**src/verilog/spdif_rx_pkg.sv**
```systemverilog
// constants shared by the receive input selector and status capture logic
`default_nettype none
package spdif_rx_pkg;
  // register addresses on the serial control port
  localparam logic [6:0] ADDR_RX_INPUT_MODE = 7'h24;
  localparam logic [6:0] ADDR_MFP_CONFIG_A = 7'h27;
  localparam logic [6:0] ADDR_MFP_CONFIG_B = 7'h28;
  localparam logic [6:0] ADDR_POWER_DOWN_CTRL_B = 7'h33;
  localparam logic [6:0] ADDR_RX_STATUS_FIRST = 7'h2C;
  localparam logic [6:0] ADDR_RX_STATUS_LAST = 7'h30;
  localparam int RX_STATUS_REGS = 5;

  // field positions
  localparam int PRIMARY_CIRCUIT_BIT = 0;
  localparam int SRC_SEL_LSB = 1;
  localparam int RX_PD_BIT = 5;
  localparam int BYPASS_BIT = 6;

  // reset values
  localparam logic [7:0] RST_RX_INPUT_MODE = 8'h01;
  localparam logic [7:0] RST_MFP_CONFIG_A = 8'h32;
  localparam logic [7:0] RST_MFP_CONFIG_B = 8'h04;
  localparam logic [7:0] RST_POWER_DOWN_CTRL_B = 8'h20;

  // multifunction pin function codes
  localparam logic [3:0] MFP_CMOS_IN = 4'hE;
  localparam logic [3:0] MFP_COMP_IN = 4'hF;
  localparam logic [3:0] MFP_USER_DATA = 4'h8;
  localparam logic [3:0] MFP_STATUS_FLAG = 4'h9;

  // subframe time slot positions
  localparam int SAMPLE_LSB = 4;
  localparam int SAMPLE_MSB = 27;
  localparam int SLOT_VALIDITY = 28;
  localparam int SLOT_USER = 29;
  localparam int SLOT_CSTAT = 30;
  localparam int SLOT_PARITY = 31;

  // channel status bit positions
  localparam int CS_NON_AUDIO = 1;
  localparam int CS_PRE_EMPH = 3;
  localparam int CS_MAX_LENGTH_FLAG = 32;
  localparam int CS_WL_LSB = 33;
  localparam logic [5:0] CS_LAST_BIT = 6'h27;

  localparam logic [4:0] FULL_LEN = 5'h18;

  typedef enum logic [1:0] {
    CS_WAIT = 2'b01,
    CS_COLLECT = 2'b10
  } cs_state_t;

  // sample length in bits from max length flag and length code
  function automatic logic [4:0] sample_length(input logic max_length_flag, input logic [2:0] code);
    logic [4:0] len;
    len = FULL_LEN;
    unique case (code)
      3'h1: len = max_length_flag ? 5'h14 : 5'h10;
      3'h2: len = max_length_flag ? 5'h16 : 5'h12;
      3'h4: len = max_length_flag ? 5'h17 : 5'h13;
      3'h5: len = max_length_flag ? 5'h18 : 5'h14;
      3'h6: len = max_length_flag ? 5'h15 : 5'h11;
      default: len = FULL_LEN;
    endcase
    return len;
  endfunction : sample_length

  // audio interface word length code to bits
  function automatic logic [5:0] aif_bits(input logic [1:0] code);
    logic [5:0] bits;
    bits = 6'h20;
    unique case (code)
      2'h0: bits = 6'h10;
      2'h1: bits = 6'h14;
      2'h2: bits = 6'h18;
      2'h3: bits = 6'h20;
    endcase
    return bits;
  endfunction : aif_bits
endpackage : spdif_rx_pkg
`default_nettype wire
```
**src/verilog/sample_shaper.sv**
```systemverilog
// word length truncation and audio interface fitting of one received sample
`default_nettype none
module sample_shaper
  import spdif_rx_pkg::*;
(
  input wire logic [23:0] sample,
  input wire logic [4:0] rx_len,
  input wire logic bypass,
  input wire logic [1:0] aif_len_code,
  output logic [23:0] tx_word,
  output logic [31:0] aif_word
);
  wire logic [23:0] len_mask;
  wire logic [31:0] aif_mask;
  wire logic [5:0] aif_width;

  // keep the top rx_len bits unless the bypass is set
  assign len_mask = ~(24'hFFFFFF >> rx_len);
  assign tx_word = bypass ? sample : (sample & len_mask);
  // left justified: short interface drops lsbs, long one gets zero lsbs
  assign aif_width = aif_bits(aif_len_code);
  assign aif_mask = ~(32'hFFFFFFFF >> aif_width);
  assign aif_word = {tx_word, 8'h00} & aif_mask;
endmodule : sample_shaper
`default_nettype wire

```
**src/verilog/spdif_rx_input_and_status.sv**
```systemverilog
// receiver input selection, subframe unpacking, sample routing and channel status capture
`default_nettype none
module spdif_rx_input_and_status
  import spdif_rx_pkg::*;
(
  input wire logic ref_clk,
  input wire logic rstn,
  input wire logic [6:0] reg_addr,
  input wire logic [7:0] reg_wdata,
  input wire logic reg_wr,
  input wire logic reg_rd,
  output logic [7:0] reg_rdata,
  input wire logic primary_rx_pin,
  input wire logic multifunction_pin_a_in,
  output logic multifunction_pin_a_out,
  output logic multifunction_pin_a_oe,
  input wire logic multifunction_pin_b_in,
  output logic multifunction_pin_b_out,
  output logic multifunction_pin_b_oe,
  input wire logic multifunction_pin_c_in,
  output logic multifunction_pin_c_out,
  output logic multifunction_pin_c_oe,
  output logic primary_pin_circuit_sel,
  output logic [2:0] alt_input_comparator,
  output logic rx_line,
  output logic rx_enable,
  output logic rx_source_fault,
  input wire logic sub_strobe,
  input wire logic [31:0] sub_word,
  input wire logic sub_second_channel,
  input wire logic sub_block_start,
  input wire logic [1:0] aif_len_code,
  input wire logic dac_src_rx,
  input wire logic tx_src_rx,
  output logic sample_valid,
  output logic sample_second_channel,
  output logic sample_validity,
  output logic sample_user,
  output logic sample_cstat,
  output logic sample_parity,
  output logic parity_error,
  output logic [31:0] aif_sample,
  output logic [23:0] dac_left,
  output logic [23:0] dac_right,
  output logic dac_valid,
  output logic first_dac_mute,
  output logic first_dac_pre_emphasis_flag,
  output logic [23:0] tx_sample,
  output logic tx_valid,
  output logic status_update_flag
);
  logic [7:0] rx_input_mode;
  logic [7:0] mfp_config_a;
  logic [7:0] mfp_config_b;
  logic [7:0] power_down_ctrl_b;
  logic [7:0] rx_status [0:RX_STATUS_REGS-1];
  logic [39:0] cs_shift;
  logic [5:0] cs_count;
  cs_state_t cs_state;
  logic user_bit;

  wire logic [1:0] rx_source_select;
  wire logic truncation_bypass;
  wire logic receiver_power_down;
  wire logic [3:0] pin_fn [0:2];
  wire logic [2:0] pin_in;
  wire logic [2:0] pin_is_input;
  wire logic [2:0] pin_out;
  wire logic [2:0] pin_oe;
  wire logic [3:0] sel_onehot;
  wire logic sel_ok;
  wire logic take_sub;
  wire logic [23:0] raw_sample;
  wire logic odd_parity;
  wire logic cs_take;
  wire logic cs_done;
  wire logic status_read;
  wire logic [4:0] rx_len;
  wire logic [23:0] next_tx_word;
  wire logic [31:0] next_aif_word;
  wire logic wr_mode;
  wire logic wr_cfg_a;
  wire logic wr_cfg_b;
  wire logic wr_pwr;
  wire logic status_hit;
  wire logic [2:0] status_idx;
  wire logic [7:0] next_rdata;

  // control fields
  assign primary_pin_circuit_sel = rx_input_mode[PRIMARY_CIRCUIT_BIT];
  assign rx_source_select = rx_input_mode[SRC_SEL_LSB+:2];
  assign truncation_bypass = rx_input_mode[BYPASS_BIT];
  assign receiver_power_down = power_down_ctrl_b[RX_PD_BIT];
  assign rx_enable = ~receiver_power_down;
  assign pin_fn[0] = mfp_config_a[3:0];
  assign pin_fn[1] = mfp_config_a[7:4];
  assign pin_fn[2] = mfp_config_b[3:0];
  assign pin_in = {multifunction_pin_c_in, multifunction_pin_b_in, multifunction_pin_a_in};

  // per-pin direction and output function; a receive pin never drives
  genvar p;
  generate
    for (p = 0; p < 3; p++) begin : g_pin
      assign pin_is_input[p] = (pin_fn[p] == MFP_CMOS_IN) | (pin_fn[p] == MFP_COMP_IN);
      assign alt_input_comparator[p] = (pin_fn[p] == MFP_COMP_IN);
      assign pin_oe[p] = ~pin_is_input[p];
      assign pin_out[p] = ((pin_fn[p] == MFP_USER_DATA) & user_bit)
                        | ((pin_fn[p] == MFP_STATUS_FLAG) & status_update_flag);
    end
  endgenerate

  assign multifunction_pin_a_out = pin_out[0];
  assign multifunction_pin_b_out = pin_out[1];
  assign multifunction_pin_c_out = pin_out[2];
  assign multifunction_pin_a_oe = pin_oe[0];
  assign multifunction_pin_b_oe = pin_oe[1];
  assign multifunction_pin_c_oe = pin_oe[2];

  // input mux: an alternate pin not set up as input feeds a quiet line
  assign sel_onehot = 4'h1 << rx_source_select;
  assign sel_ok = sel_onehot[0] | |(sel_onehot[3:1] & pin_is_input);
  assign rx_source_fault = ~sel_ok;
  assign rx_line = rx_enable & sel_ok
                 & |(sel_onehot & {pin_in, primary_rx_pin});

  // subframe unpacking; decoder results are ignored while powered down
  assign take_sub = sub_strobe & rx_enable;
  assign raw_sample = sub_word[SAMPLE_MSB:SAMPLE_LSB];
  assign odd_parity = ^sub_word[SLOT_PARITY:SAMPLE_LSB];

  always_ff @(posedge ref_clk or negedge rstn) begin
    if (!rstn) begin
      sample_valid <= 1'b0;
      sample_second_channel <= 1'b0;
      sample_validity <= 1'b0;
      sample_user <= 1'b0;
      sample_cstat <= 1'b0;
      sample_parity <= 1'b0;
      parity_error <= 1'b0;
      user_bit <= 1'b0;
    end else begin
      sample_valid <= take_sub;
      parity_error <= take_sub & odd_parity;
      if (take_sub) begin
        sample_second_channel <= sub_second_channel;
        sample_validity <= sub_word[SLOT_VALIDITY];
        sample_user <= sub_word[SLOT_USER];
        sample_cstat <= sub_word[SLOT_CSTAT];
        sample_parity <= sub_word[SLOT_PARITY];
        user_bit <= sub_word[SLOT_USER];
      end
    end
  end

  // length from the last captured status; the source must fill it in
  assign rx_len = sample_length(rx_status[4][0], rx_status[4][3:1]);

  sample_shaper u_shaper (
    .sample(raw_sample),
    .rx_len(rx_len),
    .bypass(truncation_bypass),
    .aif_len_code(aif_len_code),
    .tx_word(next_tx_word),
    .aif_word(next_aif_word)
  );

  // sample outputs: interface always updated, dac and transmitter each optional
  always_ff @(posedge ref_clk or negedge rstn) begin
    if (!rstn) begin
      aif_sample <= 32'h00000000;
      tx_sample <= 24'h000000;
      tx_valid <= 1'b0;
      dac_left <= 24'h000000;
      dac_right <= 24'h000000;
      dac_valid <= 1'b0;
    end else begin
      tx_valid <= take_sub & tx_src_rx;
      dac_valid <= take_sub & dac_src_rx & sub_second_channel;
      if (take_sub) begin
        aif_sample <= next_aif_word;
        if (tx_src_rx) begin
          tx_sample <= next_tx_word;
        end
        if (dac_src_rx & ~sub_second_channel) begin
          dac_left <= next_tx_word;
        end
        if (dac_src_rx & sub_second_channel) begin
          dac_right <= next_tx_word;
        end
      end
    end
  end

  // dac control follows captured status while the receiver feeds the dac
  assign first_dac_mute = dac_src_rx & rx_status[0][CS_NON_AUDIO];
  assign first_dac_pre_emphasis_flag = dac_src_rx & rx_status[0][CS_PRE_EMPH];

  // status collection: ch1 bits only, aligned to block start
  assign cs_take = take_sub & ~sub_second_channel;
  assign cs_done = cs_take & (cs_state == CS_COLLECT) & (cs_count == CS_LAST_BIT);

  always_ff @(posedge ref_clk or negedge rstn) begin
    if (!rstn) begin
      cs_state <= CS_WAIT;
      cs_count <= 6'h00;
      cs_shift <= 40'h0000000000;
    end else if (cs_take) begin
      unique case (cs_state)
        CS_WAIT: begin
          if (sub_block_start) begin
            cs_state <= CS_COLLECT;
            cs_count <= 6'h01;
            cs_shift[0] <= sub_word[SLOT_CSTAT];
          end
        end
        CS_COLLECT: begin
          cs_shift[cs_count] <= sub_word[SLOT_CSTAT];
          cs_count <= cs_count + 6'h01;
          if (cs_count == CS_LAST_BIT) begin
            cs_state <= CS_WAIT;
          end
        end
      endcase
    end
  end

  // complete block lands in the five read-only registers at once
  genvar r;
  generate
    for (r = 0; r < RX_STATUS_REGS; r++) begin : g_status
      always_ff @(posedge ref_clk or negedge rstn) begin
        if (!rstn) begin
          rx_status[r] <= 8'h00;
        end else if (cs_done) begin
          if (r == RX_STATUS_REGS - 1) begin
            rx_status[r] <= {sub_word[SLOT_CSTAT], cs_shift[8*r+6:8*r]};
          end else begin
            rx_status[r] <= cs_shift[8*r+:8];
          end
        end
      end
    end
  endgenerate

  // register port decode
  assign wr_mode = reg_wr & (reg_addr == ADDR_RX_INPUT_MODE);
  assign wr_cfg_a = reg_wr & (reg_addr == ADDR_MFP_CONFIG_A);
  assign wr_cfg_b = reg_wr & (reg_addr == ADDR_MFP_CONFIG_B);
  assign wr_pwr = reg_wr & (reg_addr == ADDR_POWER_DOWN_CTRL_B);
  assign status_hit = (reg_addr >= ADDR_RX_STATUS_FIRST) & (reg_addr <= ADDR_RX_STATUS_LAST);
  assign status_idx = 3'(reg_addr - ADDR_RX_STATUS_FIRST);
  assign status_read = reg_rd & status_hit;
  assign next_rdata = (reg_addr == ADDR_RX_INPUT_MODE) ? rx_input_mode
                    : (reg_addr == ADDR_MFP_CONFIG_A) ? mfp_config_a
                    : (reg_addr == ADDR_MFP_CONFIG_B) ? mfp_config_b
                    : (reg_addr == ADDR_POWER_DOWN_CTRL_B) ? power_down_ctrl_b
                    : status_hit ? rx_status[status_idx]
                    : 8'h00;

  // writable control registers; status registers ignore writes
  always_ff @(posedge ref_clk or negedge rstn) begin
    if (!rstn) begin
      rx_input_mode <= RST_RX_INPUT_MODE;
      mfp_config_a <= RST_MFP_CONFIG_A;
      mfp_config_b <= RST_MFP_CONFIG_B;
      power_down_ctrl_b <= RST_POWER_DOWN_CTRL_B;
    end else begin
      if (wr_mode) begin
        rx_input_mode <= reg_wdata;
      end
      if (wr_cfg_a) begin
        mfp_config_a <= reg_wdata;
      end
      if (wr_cfg_b) begin
        mfp_config_b <= reg_wdata;
      end
      if (wr_pwr) begin
        power_down_ctrl_b <= reg_wdata;
      end
    end
  end

  // readback data and update flag; a fresh block wins over the clearing read
  always_ff @(posedge ref_clk or negedge rstn) begin
    if (!rstn) begin
      reg_rdata <= 8'h00;
      status_update_flag <= 1'b0;
    end else begin
      if (reg_rd) begin
        reg_rdata <= next_rdata;
      end
      if (cs_done) begin
        status_update_flag <= 1'b1;
      end else if (status_read) begin
        status_update_flag <= 1'b0;
      end
    end
  end
endmodule : spdif_rx_input_and_status
`default_nettype wire

```
**config.mk**
```make
export PLATFORM = sky130hd
export DESIGN_NAME = spdif_rx_input_and_status
export DESIGN_NICKNAME = d
export VERILOG_FILES = /design/src/verilog/spdif_rx_pkg.sv /design/src/verilog/sample_shaper.sv /design/src/verilog/spdif_rx_input_and_status.sv
export SDC_FILE = /design/constraint.sdc
export NUM_CORES = 1
export LEC_CHECK = 0
export BUFFER_PORTS_ARGS = -buffer_cell sky130_fd_sc_hd__buf_4
export CORE_MARGIN = 5
export CORE_UTILIZATION = 38
export CTS_BUF_LIST = sky130_fd_sc_hd__clkbuf_4 sky130_fd_sc_hd__clkbuf_8 sky130_fd_sc_hd__clkbuf_16
export CTS_CLUSTER_DIAMETER = 80
export DETAILED_ROUTE_END_ITERATION = 16
export SKIP_CTS_REPAIR_TIMING = 1
export SYNTH_ARGS = -nofsm -noshare
export SYNTH_HDL_FRONTEND = slang
export SYNTH_SLANG_ARGS = --single-unit
```
**constraint.sdc**
```tcl
create_clock -name ref_clk -period 2.1 [get_ports ref_clk]
set_input_delay 0.63 -clock ref_clk [delete_from_list [all_inputs] [get_ports ref_clk]]
set_output_delay 0.63 -clock ref_clk [all_outputs]
set_load 0.01 [all_outputs]
```
After elaboration in Yosys (flattened, before gate mapping) --
Cells that the tools add are included.
Word-level totals: bits in registers 242, input port bits 62, output and inout bits 137, logic and storage cells 153
Cells by class: add/sub/neg operators 2, order comparisons 5, equal/unequal tests 29, shift operators 3, mux-type cells 28, bitwise operators 46, reductions and logical operators 12
Operators by type and width (count):
- $mux 8 | 7
- $eq 4x4->1 const B | 12
- $bwmux 40 | 1
- $and 32x32->32 | 1
- $not 32->32 | 1
- $shr 32x6->32 const A | 1
- $eq 7x6->1 const B | 4
- $reduce_xor 28->1 | 1
- $and 1x1->1 | 26
- $and 24x24->24 | 1
- $bmux 8 s3 | 1
- $mux 24 | 1
- $not 24->24 | 1
- $pmux 6 s4 | 1
- $shr 24x5->24 const A | 1
- $pmux 4 s5 | 1
- $mux 3 | 4
- $pmux 6 s2 | 1
- $reduce_and 2->1 | 5
- $eq 3x3->1 const B | 3
- $ge 7x6->1 const B | 1
- $le 7x6->1 const B | 1
- $lt 6x7->1 const B | 1
- $or 1x1->1 | 7
- other kinds (29) | 41

Longest topological paths before layout --
Gate-level depths: netlist of the first run.
depth after elaboration 10, mapped depth 8, depth with buffers taken out 5

Modules after synthesis --
Synthesis of the first run repeated with hierarchy kept, for this count alone.
Unflattened totals: cells, all modules 949, area, all modules 11167.0 um^2
By module, submodules not included:
- spdif_rx_input_and_status | instances 1, cells each 855, area an instance 10547.6 um^2, sequential area each 6039.5 um^2
- sample_shaper | instances 1, cells each 94, area an instance 619.3 um^2, sequential area each 0.0 um^2

Least setup slack after synthesis of the first run --
No wires, ideal clock.
path kind input port to flip-flop, from input sub_strobe, to register rx_status[10] (netlist name), setup time 125 ps, data arrival time 2170 ps, data required time 1975 ps, slack -195 ps, cell stages on the path 7, path buffers 3, cell sequence nand2b_4 -> buf_6 -> or3_1 -> buf_2 -> nor3_4 -> buf_6 -> mux2_2
On the way: word-level cells in the longest chain between the ends 4
Ends and longest elaborated chain:
- from (decl) | line spdif_rx_input_and_status.sv:28 | input wire logic sub_strobe,
- $and 1x1->1 | line spdif_rx_input_and_status.sv:127 | assign take_sub = sub_strobe & rx_enable;
- $and 1x1->1 | line spdif_rx_input_and_status.sv:199 | assign cs_take = take_sub & ~sub_second_channel;
- $and 1x1->1 (2 in series) | line spdif_rx_input_and_status.sv:200 | assign cs_done = cs_take & (cs_state == CS_COLLECT) & (cs_count == CS_LAST_BIT);
- to (signal, indexed assignment) | line spdif_rx_input_and_status.sv:236 | rx_status[r] <= {sub_word[SLOT_CSTAT], cs_shift[8*r+6:8*r]};
- to (signal, indexed assignment) | line spdif_rx_input_and_status.sv:238 | rx_status[r] <= cs_shift[8*r+:8];
- to (decl) | line spdif_rx_input_and_status.sv:56 | logic [7:0] rx_status [0:RX_STATUS_REGS-1];
No other way between the ends. A chain may end at the register's enable or synchronous reset.

Worst setup path in the final report of the first run --
from register mfp_config_a[5], to output rx_line
On the way: word-level cells in the longest chain between the ends 7, elaborated cells on any way between the ends 8, those cells by class 2 x eq/ne; 5 x bitwise; 1 x reduce/logical
Ends and longest elaborated chain:
- from (decl) | line spdif_rx_input_and_status.sv:53 | logic [7:0] mfp_config_a;
- from (signal assigned) | line spdif_rx_input_and_status.sv:272 | mfp_config_a <= reg_wdata;
- $eq 4x4->1 | line spdif_rx_input_and_status.sv:104 | assign pin_is_input[p] = (pin_fn[p] == MFP_CMOS_IN) | (pin_fn[p] == MFP_COMP_IN);
- $or 1x1->1 * | line spdif_rx_input_and_status.sv:104
- $and 3x3->3 * | line spdif_rx_input_and_status.sv:121 | assign sel_ok = sel_onehot[0] | |(sel_onehot[3:1] & pin_is_input);
- $reduce_or 3->1 * | line spdif_rx_input_and_status.sv:121
- $or 1x1->1 * | line spdif_rx_input_and_status.sv:121
- $and 1x1->1 * | line spdif_rx_input_and_status.sv:123 | assign rx_line = rx_enable & sel_ok
- $and 1x1->1 * | line spdif_rx_input_and_status.sv:124 | & |(sel_onehot & {pin_in, primary_rx_pin});
- to (decl) | line spdif_rx_input_and_status.sv:25 | output logic rx_line,
Mark *: on every way between the ends. The rest lies on a longest branch, timed or not.

==> flow_summary.yaml, run 1 <==
cells_and_area:
  fin_nets: 1183
  drive_gt1_frac: 0.443
  fin_area_um2: 13600
  diodes: 0
  syn_to_final_growth_pct: 31.5
synth:
  netlist.area_leader.share: 0.547
  synthTopCellsByArea: "dfrtp_1, mux2_2, nand2_1"
  netlist_instances: 874
  syn_area_per_cell_um2: 11.8
  ys_warn_count: 0
  synth_cell_types: 54
  synth_edf_count: 0
  synth_seq_cells: 233
  synth_area_leader_cell: "dfrtp_1"
  ys.flop_type: "dfrtp_1"
  syn_area_um2: 10300
  ys_seq_area_frac: 0.565
  async_flop_share: 1.00
timing:
  fin_skew_ps: 8.31
  hold_viol: 0
  whs_ps: 7.16
  rsz0062_at_grt: "yes"
  period_needed_ps: 2350
  slew_violations: 0
  worstMarginPinSlew_ps: 594
  fin_setup_tns_ps: -781
  maxClockFrequency_ghz: 0.426
  setup_ws_ps: -246
  setup_viol: 6
  fin_crit_sh: 1.12
  max_slew_margin: 0.600
outcome:
  violations: "setup timing"
  status: "finished, violations left"
placed_design:
  placed_cell_area_um2: 12600
  gp_congestion: 0.832
  numPortBuffers: 186
  dp_slack_ps: -244
  dp.final_hpwl_um: 20100
cts:
  cts.htree.levels: 1
  cts.root.buffer_cell: "clkbuf_16"
  cts_tree: "yes"
  clk_pin_slew_ps: 60
  clock_latency_ps: 520
  clockBufferDepth: 3
  cts_buffers: 26
  cts_num_sinks: 233
critical_path:
  crit_required_ps: 1470
  cp_cell_sequence: "nand3_4 -> o211ai_1 -> o21ai_1 -> nor2_1 -> buf_4"
  r2r_end: "rx_status[12]"
  r2r_slack_ps: 70
  crit_type: "reg2out"
  crit_slowest_cell: "dfstp_2"
  crit_path_start: "mfp_config_a[5]"
  crit_path_max_fanout: 4
  rr_startpoint: "power_down_ctrl_b[5]"
  cp_top_family: "flip-flops"
  critPathCaptureType: "output port"
  start_kind: "register"
  max_stage_delay_ps: 580
  crit_buf_inv: 1
  arrival_ps: 1720
  ff2ff_path_depth: 6
global_routing:
  grt_max_degree: 47
  antenna_found_initial: 0
  first_global_vias: 7768
  grt_first_pass_wirelength_um: 44400
  track_usage: 0.179
  gr-total-overflow: 0
floorplan:
  coreArea_um2: 26900
  io_pins: 199
  die-area_um2: 30600
  initial_utilization: 0.385
  fp.dieW_um: 175
  die_h_um: 175
  fp-row-count: 60
power_and_ir_drop:
  p_int_uw: 8930
  peakVddDrop_mv: 0.528
  p_per_area_nw_per_um2: 893
  pwr-share-clk: 0.378
  power_leakage_uw: 0.00662
  p_sw_frac: 0.265
  switchingPower_uw: 3220
  power_frac_comb: 0.183
  sequentialPowerShare: 0.439
routing:
  viasPerCell: 5.07
  vias: 7513
  drc: 0
  drt_iter0_drc: 450
  routed_wl_um: 27700
  antenna_left: 0
  wl_per_cell_um: 18.7
  drt_first_pass_iters: 4
flow_run:
  cap_viol_max_count: 0
worst_hold_path:
  hold_path.class: "in2async"
[cell usage in the layout, fill, tap and decap left out, types with 9 or more instances in the layout]
cell | netlist | routed
nand2_1 | 140 | 140
a21oi_1 | 25 | 25
o21ai_0 | 52 | 51
mux2_2 | 149 | 147
clkbuf_16 | 0 | 27
dfrtp_1 | 226 | 223
xnor2_1 | 21 | 21
nor2_1 | 50 | 49
a21o_1 | 10 | 10
inv_1 | 10 | 10
nand3_1 | 28 | 24
mux4_2 | 9 | 9
buf_4 | 8 | 259
[cell families (layout without fill, tap and decap cells)]
family	count (synthesis)	in the layout	synth area share
AOI/OAI and AO/OA	119	119	0.0702
xor gates and xnor gates	25	25	0.0238
adders and majority gates	1	1	0.00121
buffers and inverters	69	328	0.0321
DFF	233	233	0.565
muxes	167	167	0.191
other	1	8	0.000363
and+or+nand+nor	259	259	0.117
[sequential cells by signal, indices dropped and copies added (netlist names), 2 cells and up]
name and count:
rx_status 40, cs_shift 39, aif_sample 24, dac_left 24
dac_right 24, tx_sample 24, mfp_config_a 8, mfp_config_b 8
power_down_ctrl_b 8, reg_rdata 8, rx_input_mode 8, cs_count 6
cs_state 2
[per-stage QoR]
stage	utilization	std cells	power [µW]
2_1_floorplan	-	881	6460
3_3_place_gp	0.469	1426	7580
3_5_place_dp	0.469	1426	7620
4_1_cts	0.502	1474	12300
5_1_grt	0.506	1481	12700
6_report	0.506	1481	12100
[metal layers]
layer  track usage  routed length, µm  vias to the layer above
li1              -                  -                     3531
met1         0.248              12800                     3761
met2         0.297              13100                      174
met3        0.0283               1210                       47
met4        0.0442                596                        0
met5             0                  0                        -
[Yosys cell counts, types with 3 or more instances]
library cell  instances
o221ai_1              8
mux2_1                5
nor4b_1               3
nand2_1             140
o21a_1                8
a21o_1               10
buf_4                 8
inv_1                10
mux2i_1               4
buf_1                 5
and2_1                6
nor3_1                5
nand3_1              28
buf_2                 4
mux4_2                9
a221oi_1              8
buf_6                 5
clkbuf_1             36
o21ai_0              52
a21oi_1              25
xnor2_1              21
dfrtp_1             226
dfstp_2               7
nor2_1               50
mux2_2              149
nand4b_1              3
[final cells by class]
type	instances	area (µm²)
Multi-Input combinational cell	579	4280
Inverter	11	41.3
Fill cell	2416	13300
Clock buffer	41	825
Sequential cell	233	5840
Tap cell	341	427
Clock inverter	7	60.1
Timing Repair Buffer	269	2130
[how the worst max path moves through the flow]
stage | endpoint | slack (ps) | cells after the start
floorplan | rx_status[10] | -130 | 7
global placement | reg_rdata[1] | -210 | 8
detailed placement | reg_rdata[0] | -240 | 8
CTS | rx_line | -360 | 5
global route | rx_line | -330 | 5
finish | rx_line | -250 | 5
[power by group through the flow]
stage          logic, µW  clock network (µW)  registers, µW
2_1_floorplan       1010                   0           5450
3_3_place_gp        2190                   0           5390
3_5_place_dp        2220                   0           5410
4_1_cts             2230                4710           5330
5_1_grt             2410                4890           5410
6_report            2220                4600           5340
Note: power is estimated with default switching activity, not from simulation.
==> run 2: changes to the inputs <==
SYNTH_HIERARCHICAL = 1   (was default)
==> flow_summary.yaml, run 2 <==
placed_design:
  gp_congestion: 0.799
  dp_slack_ps: -166
  dp_cells: 1540
  dp.final_hpwl_um: 21200
  numPortBuffers: 194
critical_path:
  ff2ff_path_depth: 7
  rr_startpoint: "power_down_ctrl_b[5]"
  r2r_end: "rx_status[37]"
  crit_end: "rx_line"
  crit_path_max_fanout: 4
  r2r_slack_ps: 100
  arrival_ps: 1680
  critPathCaptureType: "output port"
  start_kind: "register"
  crit_type: "reg2out"
  crit_required_ps: 1470
  crit_path_start: "rx_input_mode[1]"
synth:
  netlist_instances: 949
  ys_seq_area_frac: 0.541
  yosysMostFrequentCell: "dfrtp_1"
  ys_top_cells_by_count: "dfrtp_1, nand2_1, mux2_2, nor2_1, clkbuf_1"
  ys.flop_type: "dfrtp_1"
  syn_area_per_cell_um2: 11.8
  synth_seq_cells: 241
  synth_edf_count: 0
  netlist.area_leader.share: 0.524
  syn_area_um2: 11200
  synth_area_leader_cell: "dfrtp_1"
  synth_cell_types: 57
  ys_warn_count: 6
  synthTopCellsByArea: "dfrtp_1, mux2_2, nand2_1"
  async_flop_share: 1.00
timing:
  fin_crit_sh: 1.10
  rsz0062_at_grt: "yes"
  fin_skew_ps: 23.4
  setup_ws_ps: -214
  slew_violations: 0
  hold_viol: 0
  whs_ps: 20.9
  max_slew_margin: 0.376
  maxClockFrequency_ghz: 0.432
  period_needed_ps: 2310
  worstMarginPinSlew_ps: 935
  setup_viol: 6
global_routing:
  grt_max_degree: 47
  grt_first_pass_wirelength_um: 46900
  gr-total-overflow: 0
  busiest_layer: "met2"
  grtUsageMet2: 0.284
  track_usage: 0.174
  met1_usage: 0.239
  first_global_vias: 8158
  antenna_found_initial: 0
  grt.met3_usage: 0.0316
floorplan:
  die-area_um2: 32900
  fp-row-count: 62
  io_pins: 199
  initial_utilization: 0.387
  die_h_um: 181
  fp.dieW_um: 181
  coreArea_um2: 28900
cts:
  cts.root.buffer_cell: "clkbuf_16"
  cts_buffers: 26
  cts_num_sinks: 241
  clock_latency_ps: 540
  cts.htree.levels: 1
  clockBufferDepth: 3
  clk_pin_slew_ps: 60
  cts_tree: "yes"
routing:
  drc: 0
  drt_iter0_drc: 512
  viasPerCell: 5.02
  routed_wl_um: 29400
  drt_first_pass_iters: 5
  antenna_left: 0
  wl_per_cell_um: 18.5
  vias: 7977
cells_and_area:
  biggestRegsByFlops: "rx_status (40), cs_shift (39), aif_sample (32)"
  layout_common_cells: "buf_4, dfrtp_1, nand2_1, mux2_2, nor2_1"
  syn_to_final_growth_pct: 30.1
  largest_reg_flops: 40
  final_common_cell: "buf_4"
  utilization: 0.503
  drive_gt1_frac: 0.429
  diodes: 0
  fin_nets: 1253
  fillers: 2594
  largest-register: "rx_status"
  stdcell_count: 1590
power_and_ir_drop:
  peakVddDrop_mv: 0.559
  p_per_area_nw_per_um2: 903
  power_leakage_uw: 0.00715
  total_power_uw: 13100
outcome:
  violations: "setup timing"
  status: "finished, violations left"
flow_run:
  cap_viol_max_count: 0
worst_hold_path:
  hold_path.class: "in2async"
==> run 2: cell types whose count changed after synthesis, sizes merged, moves of 7 or more <==
cell    previous run  this run
nand2            140       166
and3               1        10
nor2b              2        18
clkbuf            36        29
nor3b              2        18
o21ai             52        22
a21o              10         0
a21boi             0        26
nand3             28        12
buf               22        32
mux2             154       182
dfrtp            226       234
nor2              50        38
==> run 2: worst max-delay path, cell delays in order (launching register included) <==
cell,delay (ps)
dfrtp_2,410
mux4_2,510
nand2_1,80
nor2_1,40
buf_4,140
==> run 2: power breakdown <==
| group | internal (µW) | switching, µW |
|---|---|---|
| Combinational | 1440 | 1320 |
| Clock | 2800 | 1810 |
| Sequential | 5290 | 463 |
| Total | 9530 | 3590 |
==> run 2: final cells by class <==
class	count	area (µm²)	area share
repair buffers	261	2150	0.148
clock buffers	38	778	0.0536
clock inverters	6	91.3	0.00629
inverters	15	56.3	0.00388
multi-input cells	645	4930	0.339
well taps	384	480	0.0331
flip-flops and latches	241	6040	0.416
==> run 2: per-stage QoR <==
stage | cell area, µm² | setup TNS (ps)
2_1_floorplan | 11200 | -2700
3_3_place_gp | 13500 | -7240
3_5_place_dp | 13500 | -9630
4_1_cts | 14300 | -1720
5_1_grt | 14500 | -1170
6_report | 14500 | -719
==> run 2: cell families after synthesis <==
logic type / count (synthesis) / share of synthesized area
AOI/OAI and AO/OA: 114 / 0.0690
xor gates and xnor gates: 27 / 0.0236
adders and majority gates: 1 / 0.00112
buffers and inverters: 76 / 0.0316
DFF: 241 / 0.541
muxes: 195 / 0.205
other: 2 / 0.000673
and+or+nand+nor: 293 / 0.128
==> run 2: worst min path at each step <==
stage	slack (ps)	startpoint	cells past startpoint	to
2_1_floorplan	330	rstn	0	aif_sample[0]
3_3_place_gp	450	cs_state[0]	2	cs_state[0]
5_1_grt	20	rstn	1	cs_shift[30]
6_report	20	rstn	1	rx_status[9]
3_5_place_dp	460	aif_sample[9]	2	aif_sample[9]
4_1_cts	9	rstn	1	cs_shift[16]
==> run 2: layer usage <==
layer,wire [µm],part of all wire,vias to the layer above
li1,-,-,3790
met1,13100,0.44,3978
met2,14000,0.48,169
met3,1540,0.052,40
met4,818,0.028,0
met5,0,0,-
==> run 3: changes to the inputs <==
CORE_MARGIN = 10   (was 5)
==> flow_summary.yaml, run 3 (synthesized netlist as in run 2, its figures left out) <==
power_and_ir_drop:
  peakVddDrop_mv: 0.612
  p_per_area_nw_per_um2: 909
  power_leakage_uw: 0.00715
timing:
  slew_violations: 0
  setup_ws_ps: -257
  maxClockFrequency_ghz: 0.424
  period_needed_ps: 2360
  worstMarginPinSlew_ps: 947
  rsz0062_at_grt: "yes"
  hold_viol: 0
  fin_setup_tns_ps: -806
  setup_viol: 6
  fin_skew_ps: 23.2
  max_slew_margin: 0.368
  fin_crit_sh: 1.12
floorplan:
  coreArea_um2: 28900
  initial_utilization: 0.387
  io_pins: 199
  fp.dieW_um: 191
  fp-row-count: 62
  die_h_um: 191
  die-area_um2: 36600
cts:
  cts.root.buffer_cell: "clkbuf_16"
  clockBufferDepth: 3
  cts_num_sinks: 241
  cts_buffers: 27
  cts_tree: "yes"
  clk_pin_slew_ps: 60
  cts.htree.levels: 1
  clock_latency_ps: 540
critical_path:
  cp_cell_sequence: "mux4_2 -> nand2_1 -> nor2_1 -> buf_4"
  crit_buf_inv: 1
  crit_path_max_fanout: 6
  crit_slowest_cell: "mux4_2"
  start_kind: "register"
  cp_top_family: "multiplexers"
  critPathCaptureType: "output port"
  arrival_ps: 1730
  crit_required_ps: 1470
  max_stage_delay_ps: 510
  crit_type: "reg2out"
flow_run:
  cap_viol_max_count: 0
global_routing:
  gr-total-overflow: 0
  track_usage: 0.163
  grt_max_degree: 58
  antenna_found_initial: 1
  grt_first_pass_wirelength_um: 47800
  first_global_vias: 8133
cells_and_area:
  largest-register: "rx_status"
  largest_reg_flops: 40
  utilization: 0.502
  fillers: 2634
  fin_nets: 1253
  regArea_um2: 6040
  multiInputGateArea_um2: 4920
  drive_gt1_frac: 0.428
  biggestRegsByFlops: "rx_status (40), cs_shift (39), aif_sample (32)"
  layout_common_cells: "buf_4, dfrtp_1, nand2_1, mux2_2, nor2_1"
  syn_to_final_growth_pct: 29.7
  fin_area_um2: 14500
  final_common_cell: "buf_4"
routing:
  drt_iter0_drc: 440
  viasPerCell: 5.00
  drc: 0
  wl_per_cell_um: 19.3
  antenna_left: 0
  routed_wl_um: 30800
  vias: 7972
  drt_first_pass_iters: 4
placed_design:
  placed_cell_area_um2: 13500
  gp_congestion: 0.810
  dp.final_hpwl_um: 22100
  numPortBuffers: 194
outcome:
  violations: "setup timing"
  status: "finished, violations left"
worst_hold_path:
  hold_path.class: "in2async"
-- run 3: cell count changes in the layout (fill, tap and decap cells not counted), moves of 2 or more --
cell and delta:
clkinv_2 +5, buf_6 +2, clkbuf_8 -2, inv_6 +2
-- run 3: power by group --
part / internal (µW) / switching [µW] / total [µW]
logic: 1440 / 1350 / 2790
registers: 5290 / 472 / 5760
clock network: 2700 / 1920 / 4620
total: 9420 / 3750 / 13200
-- run 3: final cells by class --
type                       count  area share
tap                          384      0.0332
clock inverter                13     0.00717
multi-input combinational    645       0.339
inverter                      15     0.00389
clock buffer                  36      0.0530
timing repair buffer         260       0.146
sequential                   241       0.417
antenna                        1    0.000173
-- run 3: worst paths after layout --
kind / from / endpoint / slack, ps / cells past startpoint
max: rx_input_mode[1] / rx_line / -260 / 4
min: rstn / cs_state[1] / 20 / 1
max reg2reg: power_down_ctrl_b[5] / rx_status[3] / 120 / 7
min reg2reg: cs_state[0] / cs_state[0] / 460 / 2
max in group asynchronous: rstn / power_down_ctrl_b[5] / 1390 / 2
min in group ref_clk: sub_word[31] / sample_parity / 300 / 3
-- run 3: stage by stage --
step	total power [µW]	setup WS, ps	instances	hold WS (ps)
floorplan	6980	-104	962	334
detailed placement	8640	-179	1540	459
global placement	8580	-152	1540	455
global route	13800	-357	1595	45.1
finish	13200	-257	1595	24.1
CTS	13300	-402	1589	19.2
-- run 3: metal layers --
metal | GRT usage | routed length [µm]
met1 | 0.215 | 13400
met5 | 0 | 0
met4 | 0.0475 | 810
met2 | 0.266 | 14900
met3 | 0.0301 | 1690
